[src/wheel_sensor_cfg.svh]
/*
  Offsets, field positions, reset values and timing figures of the wheel sensor simulator.
  Assumes a single 25 MHz pclk; included by its bare name.
*/
`ifndef WHEEL_SENSOR_CFG_SVH
`define WHEEL_SENSOR_CFG_SVH

`define OFS_CTRL        8'h00
`define OFS_FREQ        8'h04
`define OFS_SPEED       8'h08
`define OFS_RADIUS      8'h0c
`define OFS_DUTY        8'h10
`define OFS_TIMING      8'h14
`define OFS_DEFECT      8'h18
`define OFS_STATUS      8'h1c

`define CTRL_ENABLE     0
`define CTRL_MODE       1
`define CTRL_GAP_FLAG   2
`define CTRL_AUX_FLAG   3
`define CTRL_EXT_LEVEL  4
`define CTRL_DIR_INVAL  5
`define CTRL_PAR_ODD    6
`define CTRL_HALT_OFF   7
`define CTRL_DEFECT_ON  8
`define CTRL_GAP_LSB    9
`define CTRL_GAP_MSB    11

`define TIM_TEETH_LSB   0
`define TIM_TEETH_MSB   7
`define TIM_BIT_LSB     8
`define TIM_BIT_MSB     15
`define TIM_HALT_LSB    16
`define TIM_HALT_MSB    31

`define CTRL_RESET      32'h0000_0000
`define FREQ_RESET      32'h0000_0000
`define SPEED_RESET     32'h0000_0000
`define RADIUS_RESET    32'h0000_012c
`define DUTY_RESET      32'h0000_0080
`define TIMING_RESET    32'h0096_3230
`define DEFECT_RESET    32'h0000_0000

`define FREQ_MAX_HZ     32'd5000
`define BIT_LEN_US      8'd50
`define TWO_PI_Q12      32'd25736
`define SPEED_BITS      2
`define DATA_BITS       9

`endif

[src/wheel_sensor_pkg.sv]
/*
  Types shared by the wheel sensor simulator.
  Assumes nothing of its surroundings.
*/
package wheel_sensor_pkg;
  typedef enum logic [1:0] {
    CUR_OFF,
    CUR_LOW,
    CUR_MID,
    CUR_HIGH
  } current_level_t;

  typedef struct packed {
    logic           drive;
    current_level_t level;
    logic           pole;
  } sensor_out_t;

  typedef enum {
    C_START,
    C_DIV,
    C_CLAMP
  } calc_state_t;

  typedef enum {
    F_IDLE,
    F_SPEED,
    F_DATA
  } frame_state_t;
endpackage

[src/wheel_speed_sensor_sim.sv]
/*
  APB controlled wheel speed sensor simulator: tooth timing, protocol frames, standstill pulses.
  Assumes an APB master on pclk and a current driver stage that follows sensor_out.
*/
// Our own choices: the placing of the registers and the APB slave port.
// Overview of operation
// RL1: Drive output only while enable set
// RL2: Frequency mode uses signed frequency value directly
// RL3: Wheel mode derives frequency from speed, radius
// RL4: Duty setting splits tooth period between poles
// RL5: Nine bit protocol word follows each pulse
// RL6: Bit 0 shows air gap limit
// RL7: Bit 1 follows auxiliary error control
// RL8: Bit 2 shows external input level
// RL9: Bit 3 marks direction invalid
// RL10: Bit 4 is sign of command
// RL11: Bits 5 to 7 carry gap code
// RL12: Bit 8 gives even parity by default
// RL13: Parity select chooses even or odd
// RL14: Standstill protocol active while disable is zero
// RL15: Defect pattern suppresses marked teeth when enabled
// RL16: Clamp frequency at maximum, flag error
// RL17: Bit length sets all pulse widths
// RL18: Standstill timer repeats pulse without teeth
// RL19: Mode zero wheel speed, one frequency
// RL20: Frequency equals speed over circumference times teeth
`include "wheel_sensor_cfg.svh"
`timescale 1ns/1ns
`default_nettype none

module wheel_speed_sensor_sim #(
  parameter int unsigned CLK_HZ = 25_000_000
) (
  input  wire logic                      pclk,
  input  wire logic                      presetn,
  input  wire logic                      psel,
  input  wire logic                      penable,
  input  wire logic                      pwrite,
  input  wire logic [7:0]                paddr,
  input  wire logic [31:0]               pwdata,
  output logic      [31:0]               prdata,
  output logic                           pready,
  output logic                           pslverr,
  output wheel_sensor_pkg::sensor_out_t  sensor_out,
  output logic                           freq_error
);
  import wheel_sensor_pkg::*;
  localparam logic [31:0] CLK_HZ_W  = 32'(CLK_HZ);
  localparam logic [15:0] CLK_MHZ_W = 16'(CLK_HZ / 1_000_000);
  generate
    if (CLK_HZ < 1_000_000 || CLK_HZ > 1_000_000_000) begin : g_bad_clk
      $error("pclk rate out of range");
    end
  endgenerate
  logic [31:0]  ctrl_reg;
  logic [31:0]  freq_reg;
  logic [31:0]  speed_reg;
  logic [31:0]  radius_reg;
  logic [31:0]  duty_reg;
  logic [31:0]  timing_reg;
  logic [31:0]  defect_reg;
  logic [31:0]  status_val;
  logic [31:0]  rd_next;
  logic         mapped;
  logic         wr_go;

  // APB slave, zero wait state
  assign pready  = 1'b1;
  assign wr_go   = psel & penable & pwrite;
  assign pslverr = psel & penable & ~mapped;

  always_comb begin
    mapped  = 1'b1;
    rd_next = 32'h0000_0000;
    case (paddr)
      `OFS_CTRL:   rd_next = ctrl_reg;
      `OFS_FREQ:   rd_next = freq_reg;
      `OFS_SPEED:  rd_next = speed_reg;
      `OFS_RADIUS: rd_next = radius_reg;
      `OFS_DUTY:   rd_next = duty_reg;
      `OFS_TIMING: rd_next = timing_reg;
      `OFS_DEFECT: rd_next = defect_reg;
      `OFS_STATUS: rd_next = status_val;
      default:     mapped  = 1'b0;
    endcase
  end

  always_ff @(posedge pclk or negedge presetn) begin
    if (!presetn) begin
      prdata <= 32'h0000_0000;
    end else if (psel && !penable && !pwrite) begin
      prdata <= rd_next;
    end
  end

  always_ff @(posedge pclk or negedge presetn) begin
    if (!presetn) begin
      ctrl_reg   <= `CTRL_RESET;
      freq_reg   <= `FREQ_RESET;
      speed_reg  <= `SPEED_RESET;
      radius_reg <= `RADIUS_RESET;
      duty_reg   <= `DUTY_RESET;
      timing_reg <= `TIMING_RESET;
      defect_reg <= `DEFECT_RESET;
    end else if (wr_go) begin
      case (paddr)
        `OFS_CTRL:   ctrl_reg   <= {20'h00000, pwdata[11:0]};
        `OFS_FREQ:   freq_reg   <= pwdata;
        `OFS_SPEED:  speed_reg  <= pwdata;
        `OFS_RADIUS: radius_reg <= {16'h0000, pwdata[15:0]};
        `OFS_DUTY:   duty_reg   <= {24'h000000, pwdata[7:0]};
        `OFS_TIMING: timing_reg <= pwdata;
        `OFS_DEFECT: defect_reg <= pwdata;
        default:     ctrl_reg   <= ctrl_reg;
      endcase
    end
  end

  logic        enable;
  logic        freq_mode;
  logic [7:0]  teeth;
  logic [7:0]  bit_us;
  logic [15:0] halt_ms;
  logic [2:0]  gap_distance_code;
  assign enable            = ctrl_reg[`CTRL_ENABLE];
  assign freq_mode         = ctrl_reg[`CTRL_MODE];
  assign gap_distance_code = ctrl_reg[`CTRL_GAP_MSB:`CTRL_GAP_LSB];
  assign teeth             = timing_reg[`TIM_TEETH_MSB:`TIM_TEETH_LSB];
  assign bit_us            = timing_reg[`TIM_BIT_MSB:`TIM_BIT_LSB];
  assign halt_ms           = timing_reg[`TIM_HALT_MSB:`TIM_HALT_LSB];

  // Period calculation by a shared serial divider
  calc_state_t calc_reg;
  logic        stage_reg;
  logic [31:0] num_reg;
  logic [31:0] den_reg;
  logic [31:0] rem_reg;
  logic [5:0]  cnt_reg;
  logic [31:0] freq_abs_reg;
  logic [31:0] period_reg;
  logic        dir_reg;
  logic [32:0] rem_try;
  logic [31:0] speed_abs;
  logic [31:0] cmd_abs;
  logic [47:0] circ_prod;
  logic [31:0] circ_mm;
  logic [31:0] freq_lim;
  logic        over_max;
  assign speed_abs = speed_reg[31] ? 32'(-speed_reg) : speed_reg;
  assign cmd_abs   = freq_reg[31] ? 32'(-freq_reg) : freq_reg;
  assign circ_prod = radius_reg * `TWO_PI_Q12;
  assign circ_mm   = (circ_prod[43:12] == 32'h0) ? 32'h1 : circ_prod[43:12];
  assign rem_try   = {rem_reg, num_reg[31]} - {1'b0, den_reg};
  assign over_max  = num_reg > `FREQ_MAX_HZ; // see RL16
  assign freq_lim  = over_max ? `FREQ_MAX_HZ : num_reg;
  always_ff @(posedge pclk or negedge presetn) begin
    if (!presetn) begin
      calc_reg     <= C_START;
      stage_reg    <= 1'b0;
      num_reg      <= 32'h0;
      den_reg      <= 32'h1;
      rem_reg      <= 32'h0;
      cnt_reg      <= 6'h0;
      freq_abs_reg <= 32'h0;
      period_reg   <= 32'h0;
      dir_reg      <= 1'b0;
      freq_error   <= 1'b0;
    end else begin
      case (calc_reg)
        C_START: begin
          rem_reg   <= 32'h0;
          cnt_reg   <= 6'h0;
          stage_reg <= 1'b0;
          if (freq_mode) begin // see RL19
            dir_reg  <= freq_reg[31]; // see RL10
            num_reg  <= cmd_abs; // see RL2
            calc_reg <= C_CLAMP;
          end else begin
            dir_reg  <= speed_reg[31]; // see RL10
            num_reg  <= 32'(speed_abs * teeth); // see RL3 see RL20
            den_reg  <= circ_mm;
            calc_reg <= C_DIV;
          end
        end
        C_DIV: begin
          rem_reg <= rem_try[32] ? {rem_reg[30:0], num_reg[31]} : rem_try[31:0];
          num_reg <= {num_reg[30:0], ~rem_try[32]};
          cnt_reg <= cnt_reg + 6'h1;
          if (cnt_reg == 6'd31) begin
            calc_reg <= C_CLAMP;
          end
        end
        C_CLAMP: begin
          if (stage_reg) begin
            period_reg <= num_reg;
            calc_reg   <= C_START;
          end else begin
            freq_abs_reg <= freq_lim;
            freq_error   <= over_max; // see RL16
            num_reg      <= CLK_HZ_W;
            den_reg      <= freq_lim;
            rem_reg      <= 32'h0;
            cnt_reg      <= 6'h0;
            stage_reg    <= 1'b1;
            calc_reg     <= C_DIV;
            if (num_reg == 32'h0) begin
              period_reg <= 32'h0;
              calc_reg   <= C_START;
            end
          end
        end
        default: calc_reg <= C_START;
      endcase
    end
  end
  // Tooth timing and pole split
  logic [31:0] phase_reg;
  logic [7:0]  tooth_idx_reg;
  logic [39:0] high_prod;
  logic        tooth_evt;
  logic        pole;
  logic        defective;
  assign high_prod = period_reg * duty_reg[7:0];
  assign tooth_evt = enable && period_reg != 32'h0 && phase_reg + 32'h1 >= period_reg;
  assign pole      = phase_reg < high_prod[39:8]; // see RL4
  assign defective = ctrl_reg[`CTRL_DEFECT_ON] && defect_reg[tooth_idx_reg[4:0]]; // see RL15

  always_ff @(posedge pclk or negedge presetn) begin
    if (!presetn) begin
      phase_reg     <= 32'h0;
      tooth_idx_reg <= 8'h0;
    end else if (!enable || period_reg == 32'h0) begin
      phase_reg <= 32'h0;
    end else if (tooth_evt) begin
      phase_reg     <= 32'h0;
      tooth_idx_reg <= (tooth_idx_reg + 8'h1 >= teeth) ? 8'h0 : tooth_idx_reg + 8'h1;
    end else begin
      phase_reg <= phase_reg + 32'h1;
    end
  end
  // Standstill monitor
  logic [31:0] halt_cnt_reg;
  logic [31:0] halt_cycles;
  logic        halt_evt;
  assign halt_cycles = 32'(halt_ms * CLK_MHZ_W * 32'd1000);
  assign halt_evt    = enable && !ctrl_reg[`CTRL_HALT_OFF] && halt_cnt_reg >= halt_cycles; // see RL14

  always_ff @(posedge pclk or negedge presetn) begin
    if (!presetn) begin
      halt_cnt_reg <= 32'h0;
    end else if (!enable || tooth_evt || halt_evt) begin
      halt_cnt_reg <= 32'h0; // see RL18
    end else begin
      halt_cnt_reg <= halt_cnt_reg + 32'h1;
    end
  end
  // Protocol word
  logic [8:0] word;
  assign word[0]   = ctrl_reg[`CTRL_GAP_FLAG]; // see RL6
  assign word[1]   = ctrl_reg[`CTRL_AUX_FLAG]; // see RL7
  assign word[2]   = ctrl_reg[`CTRL_EXT_LEVEL]; // see RL8
  assign word[3]   = ctrl_reg[`CTRL_DIR_INVAL]; // see RL9
  assign word[4]   = dir_reg; // see RL10
  assign word[7:5] = gap_distance_code; // see RL11
  assign word[8]   = (^word[7:0]) ^ ctrl_reg[`CTRL_PAR_ODD]; // see RL12 see RL13
  // Frame sequencer
  frame_state_t frame_reg;
  logic [15:0]  bit_cnt_reg;
  logic [3:0]   slot_reg;
  logic [8:0]   word_reg;
  logic [15:0]  bit_cycles;
  logic         bit_end;
  assign bit_cycles = (bit_us == 8'h0) ? 16'(`BIT_LEN_US) * CLK_MHZ_W : 16'(bit_us) * CLK_MHZ_W; // see RL17
  assign bit_end    = bit_cnt_reg + 16'h1 >= bit_cycles;

  always_ff @(posedge pclk or negedge presetn) begin
    if (!presetn) begin
      frame_reg   <= F_IDLE;
      bit_cnt_reg <= 16'h0;
      slot_reg    <= 4'h0;
      word_reg    <= 9'h0;
    end else if (!enable) begin
      frame_reg <= F_IDLE;
    end else begin
      bit_cnt_reg <= bit_end ? 16'h0 : bit_cnt_reg + 16'h1;
      case (frame_reg)
        F_IDLE: begin
          bit_cnt_reg <= 16'h0;
          slot_reg    <= 4'h0;
          if ((tooth_evt && !defective) || halt_evt) begin
            word_reg  <= word; // see RL5
            frame_reg <= F_SPEED;
          end
        end
        F_SPEED: if (bit_end) begin
          slot_reg <= slot_reg + 4'h1;
          if (slot_reg == 4'(`SPEED_BITS - 1)) begin
            slot_reg  <= 4'h0;
            frame_reg <= F_DATA;
          end
        end
        F_DATA: if (bit_end) begin
          slot_reg <= slot_reg + 4'h1;
          if (slot_reg == 4'(`DATA_BITS - 1)) begin
            frame_reg <= F_IDLE;
          end
        end
        default: frame_reg <= F_IDLE;
      endcase
    end
  end
  current_level_t level_next;
  always_comb begin
    case (frame_reg)
      F_SPEED: level_next = CUR_HIGH;
      F_DATA:  level_next = word_reg[slot_reg] ? CUR_MID : CUR_LOW;
      default: level_next = CUR_LOW;
    endcase
    if (!enable) begin
      level_next = CUR_OFF; // see RL1
    end
  end

  always_ff @(posedge pclk or negedge presetn) begin
    if (!presetn) begin
      sensor_out <= '{drive: 1'b0, level: CUR_OFF, pole: 1'b0};
    end else begin
      sensor_out <= '{drive: enable, level: level_next, pole: enable & pole}; // see RL1
    end
  end
  assign status_val = {freq_abs_reg[15:0], 13'h0000, frame_reg != F_IDLE, dir_reg, freq_error};
endmodule

`default_nettype wire

[config.mk]
export PLATFORM = sky130hd
export DESIGN_NAME = wheel_speed_sensor_sim
export DESIGN_NICKNAME = d
export VERILOG_FILES = /design/src/wheel_sensor_pkg.sv /design/src/wheel_speed_sensor_sim.sv
export VERILOG_INCLUDE_DIRS = /design/src
export SDC_FILE = /design/constraint.sdc
export NUM_CORES = 2
export LEC_CHECK = 0
export BUFFER_PORTS_ARGS = -buffer_cell sky130_fd_sc_hd__clkbuf_2
export CELL_PAD_IN_SITES_DETAIL_PLACEMENT = 1
export CELL_PAD_IN_SITES_GLOBAL_PLACEMENT = 1
export CORE_ASPECT_RATIO = 0.7
export CORE_MARGIN = 4
export CORE_UTILIZATION = 47
export DETAILED_ROUTE_END_ITERATION = 8
export PLACE_DENSITY = 0.81
export SKIP_CTS_REPAIR_TIMING = 1
export SYNTH_ARGS = -nofsm -noshare
export SYNTH_HDL_FRONTEND = slang
export SYNTH_SLANG_ARGS = --single-unit
[constraint.sdc]
create_clock -name pclk -period 12 [get_ports pclk]
set_clock_uncertainty 0.2 [all_clocks]
set_input_delay 0 -clock pclk [delete_from_list [all_inputs] [get_ports pclk]]
set_output_delay 0 -clock pclk [all_outputs]
set_load 0.01 [all_outputs]
==> summary.md <==
| Metric | Value |
|---|---|
| Outcome | `complete, no violations` |
| Root Driver | `clkbuf_16` |
| FMAX | `89.86 MHz` |
| Overflow after GRT | `0` |
| Initial antenna violation count | `5` |
| Syn nets | `roughly 6100` |
| Top_reg_cell synth | `dfrtp_1` |
| Die Area | `106900 µm²` |
| CP max-delay cell | `dfstp_2` |
| Critical path startpoint category | `register` |
| Global Route Usage Sum | `28.14%` |
| Worst path max stage delay | `660 ps` |
| Clk slew on worst S/H paths | `70 ps` |
| Sequential fraction of the synthesis area | `about a quarter` |
| Power per cell area | `104.7 nW/µm²` |
| Hold depth | `3` |
| Setup_tns | `0 ps` |
| Via count | `38580` |
| Crit path max fanout | `9` |
| Worst R2R Path Depth | `41` |
| Drt pass-1 iters | `6` |
| Top post-synthesis cells by count | `683 x inv_1, 556 x nand2_1, 489 x ha_1, 445 x fa_1, 443 x dfrtp_1` |
| Netlist cell types | `78` |
| Wire per inst | `about 23 µm` |
| GP Congestion | `0.9613` |
| Pleak | `roughly 26 nW` |
| WL final | `151100 µm` |
| CTS Buffer Depth | `3` |
| DRT iter0 DRCs | `3098` |
| DRC Markers | `0` |
| Final hold vios | `0` |
| Final setup violation count | `0` |
| Final min period | `11130 ps` |
| Most used cell, CP | `a21o_1` |
| Final ANT Viol Nets | `0` |
| Crit. End Element | `register` |
| IO Count | `84` |
| Busiest grt layer | `met2` |
| CTS tree | `built` |
| Row count | `97` |
| Synth area leaders | `dfrtp_1 23%, fa_1 19%, ha_1 13%` |
| Synthesized cell area | `47780 µm²` |
| Later-pin clock latency in the skew report | `660 ps` |
| Yosys warnings | `0` |
| Die H | `274.8 µm` |
| Most common cell in the netlist | `inv_1` |
| Largest net degree at the start of global routing | `between 150 and 200` |
| Ys async rst share | `between 90% and 100%` |
| Number of enable flip-flop cells after synthesis | `0` |
| RSZ-0062 raised after global routing | `no` |
| Area grow syn2layout | `8.074%` |
| R2r setup slk | `870 ps` |
| Cells after Synth | `5075` |
| Met3 Track Usage GR | `6.688%` |
| Vias in the first global route | `41670` |
| Top cell type's share of synthesized area | `between 20% and 30%` |
| GR Util met1 | `around 39%` |
| Final worst setup slack | `871.1 ps` |
| Tightest Hold Check Type | `in -> reg` |
| Met2 Track Usage GR | `43.85%` |
| Arr. time, crit path | `11450 ps` |
| Detail Placement HPWL | `116100 µm` |
| DP Worst Slack | `a little under 1000 ps` |
| Nets | `6081` |
| Worst slew margin | `7.135%` |
| First-pass GRT wire length | `238700 µm` |
| Max H-tree Level | `2` |
| Port Buf Inserts | `82` |
| Max-Cap Viols | `0` |
| Required @ worst endpoint | `12320 ps` |
| Worst Tran Pin Value | `1393 ps` |
| Fraction of layout cells with a size suffix above 1 | `roughly 8.9%` |
| CTS sink count | `approximately 460` |
| Initial Utilization | `47.54%` |
| Chip Width | `389.1 µm` |
| Area leader, netlist | `dfrtp_1` |
| Final period util | `92.74%` |
| Core area | `100500 µm²` |
| Max Slew Vio Count | `0` |
| Average via count per standard cell | `5.956` |
| Syn Area/Cell | `9.414 µm²` |
| Num CTS Buffers | `~50` |
| Synthesized flop and latch total | `458` |
| Worst vdd ir | `around 150 µV` |
| Crit path kind | `reg -> reg` |
==> routing by layer <==
| metal | share of wire, % | vias up | wire length [µm] |
|---|---|---|---|
| met5 | 0.015 | - | 23 |
| met4 | 2.9 | 4 | 4357 |
| met3 | 8.6 | 246 | 12940 |
| met2 | 44 | 1335 | 66980 |
| met1 | 44 | 19970 | 66760 |
| li1 | - | 17030 | - |
==> worst max-delay path, delay by kind of cell (launching register included) <==
kind / cells / cell delay [ps]
muxes: 1 / 340
AOI/OAI and AO/OA: 22 / 4330
adders and majority gates: 10 / 3840
xor gates and xnor gates: 1 / 370
DFF: 1 / 660
buffers and inverters: 4 / 560
and+or+nand+nor: 3 / 730
==> cells in the final DEF, fill, tap and decap left out, drive strengths merged, types with 35 or more instances in the layout <==
cell type | Yosys | routed
nand4 | 45 | 45
a22oi | 63 | 63
mux2 | 175 | 175
fa | 445 | 445
and2 | 203 | 203
nand3 | 84 | 84
o21ai | 173 | 173
nand2b | 36 | 36
buf | 22 | 63
nor2 | 212 | 212
ha | 489 | 489
mux2i | 41 | 41
nor2b | 71 | 71
xnor2 | 192 | 192
a21o | 107 | 107
and3 | 35 | 35
inv | 683 | 687
clkbuf | 182 | 147
a22o | 75 | 75
xor2 | 116 | 116
dfrtp | 443 | 443
nor3 | 44 | 44
nand2 | 556 | 556
dlygate4sd3 | 0 | 36
a21oi | 172 | 172
==> metrics by stage <==
step / instances / hold WS (ps) / power, W / util, % / area [µm²]
after global routing: 6477 / 5.216 / 0.005692 / 51.38 / 51630
after floorplan: 5075 / -495.6 / 0.003118 / - / 47780
after detailed placement: 6350 / -133.2 / 0.003754 / 49.36 / 49610
after CTS: 6440 / -790.8 / 0.005376 / 50.99 / 51250
final: 6478 / 15.68 / 0.005406 / 51.38 / 51640
after global placement: 6350 / -126.6 / 0.003682 / 49.36 / 49610
==> path summary, 6_finish.rpt <==
| check | startpoint | end |
|---|---|---|
| max | timing_reg[18]$_DFFE_PN1P_ | word_reg[6]$_DFFE_PN0P_ |
| min | pwdata[14] | speed_reg[14]$_DFFE_PN0P_ |
| max reg2reg | timing_reg[18]$_DFFE_PN1P_ | word_reg[6]$_DFFE_PN0P_ |
| min reg2reg | den_reg[30]$_DFFE_PN0P_ | den_reg[30]$_DFFE_PN0P_ |
| max in group asynchronous | presetn | num_reg[15]$_DFFE_PN0P_ |
| min in group asynchronous | presetn | timing_reg[18]$_DFFE_PN1P_ |
==> report_power, final <==
part	switching [W]	internal, W	total (W)
Sequential	0.000294	0.00167	0.00196
Clock	0.000731	0.000869	0.00160
Combinational	0.00115	0.000689	0.00184
==> kinds of logic (layout without fill, tap and decap cells) <==
logic type | count (synthesis) | in the layout | synth area share, %
and+or+nand+nor | 1400 | 1400 | 14.14
other | 1 | 2 | 0.007849
DFF | 458 | 458 | 24.03
muxes | 222 | 222 | 5.266
buffers and inverters | 888 | 954 | 6.989
xor gates and xnor gates | 309 | 309 | 5.709
AOI/OAI and AO/OA | 863 | 863 | 12.41
adders and majority gates | 934 | 934 | 31.45
==> layout make-up <==
cell class,instances,area (µm²)
repair buffers,180,1279
fillers,11480,48860
flip-flops and latches,458,11480
inverters,684,2567
diodes,1,2.502
well taps,1336,1672
multi-input cells,3729,32990
clock buffers,66,1350
clock inverters,24,290.3
Note: power is estimated with default switching activity, not from simulation.
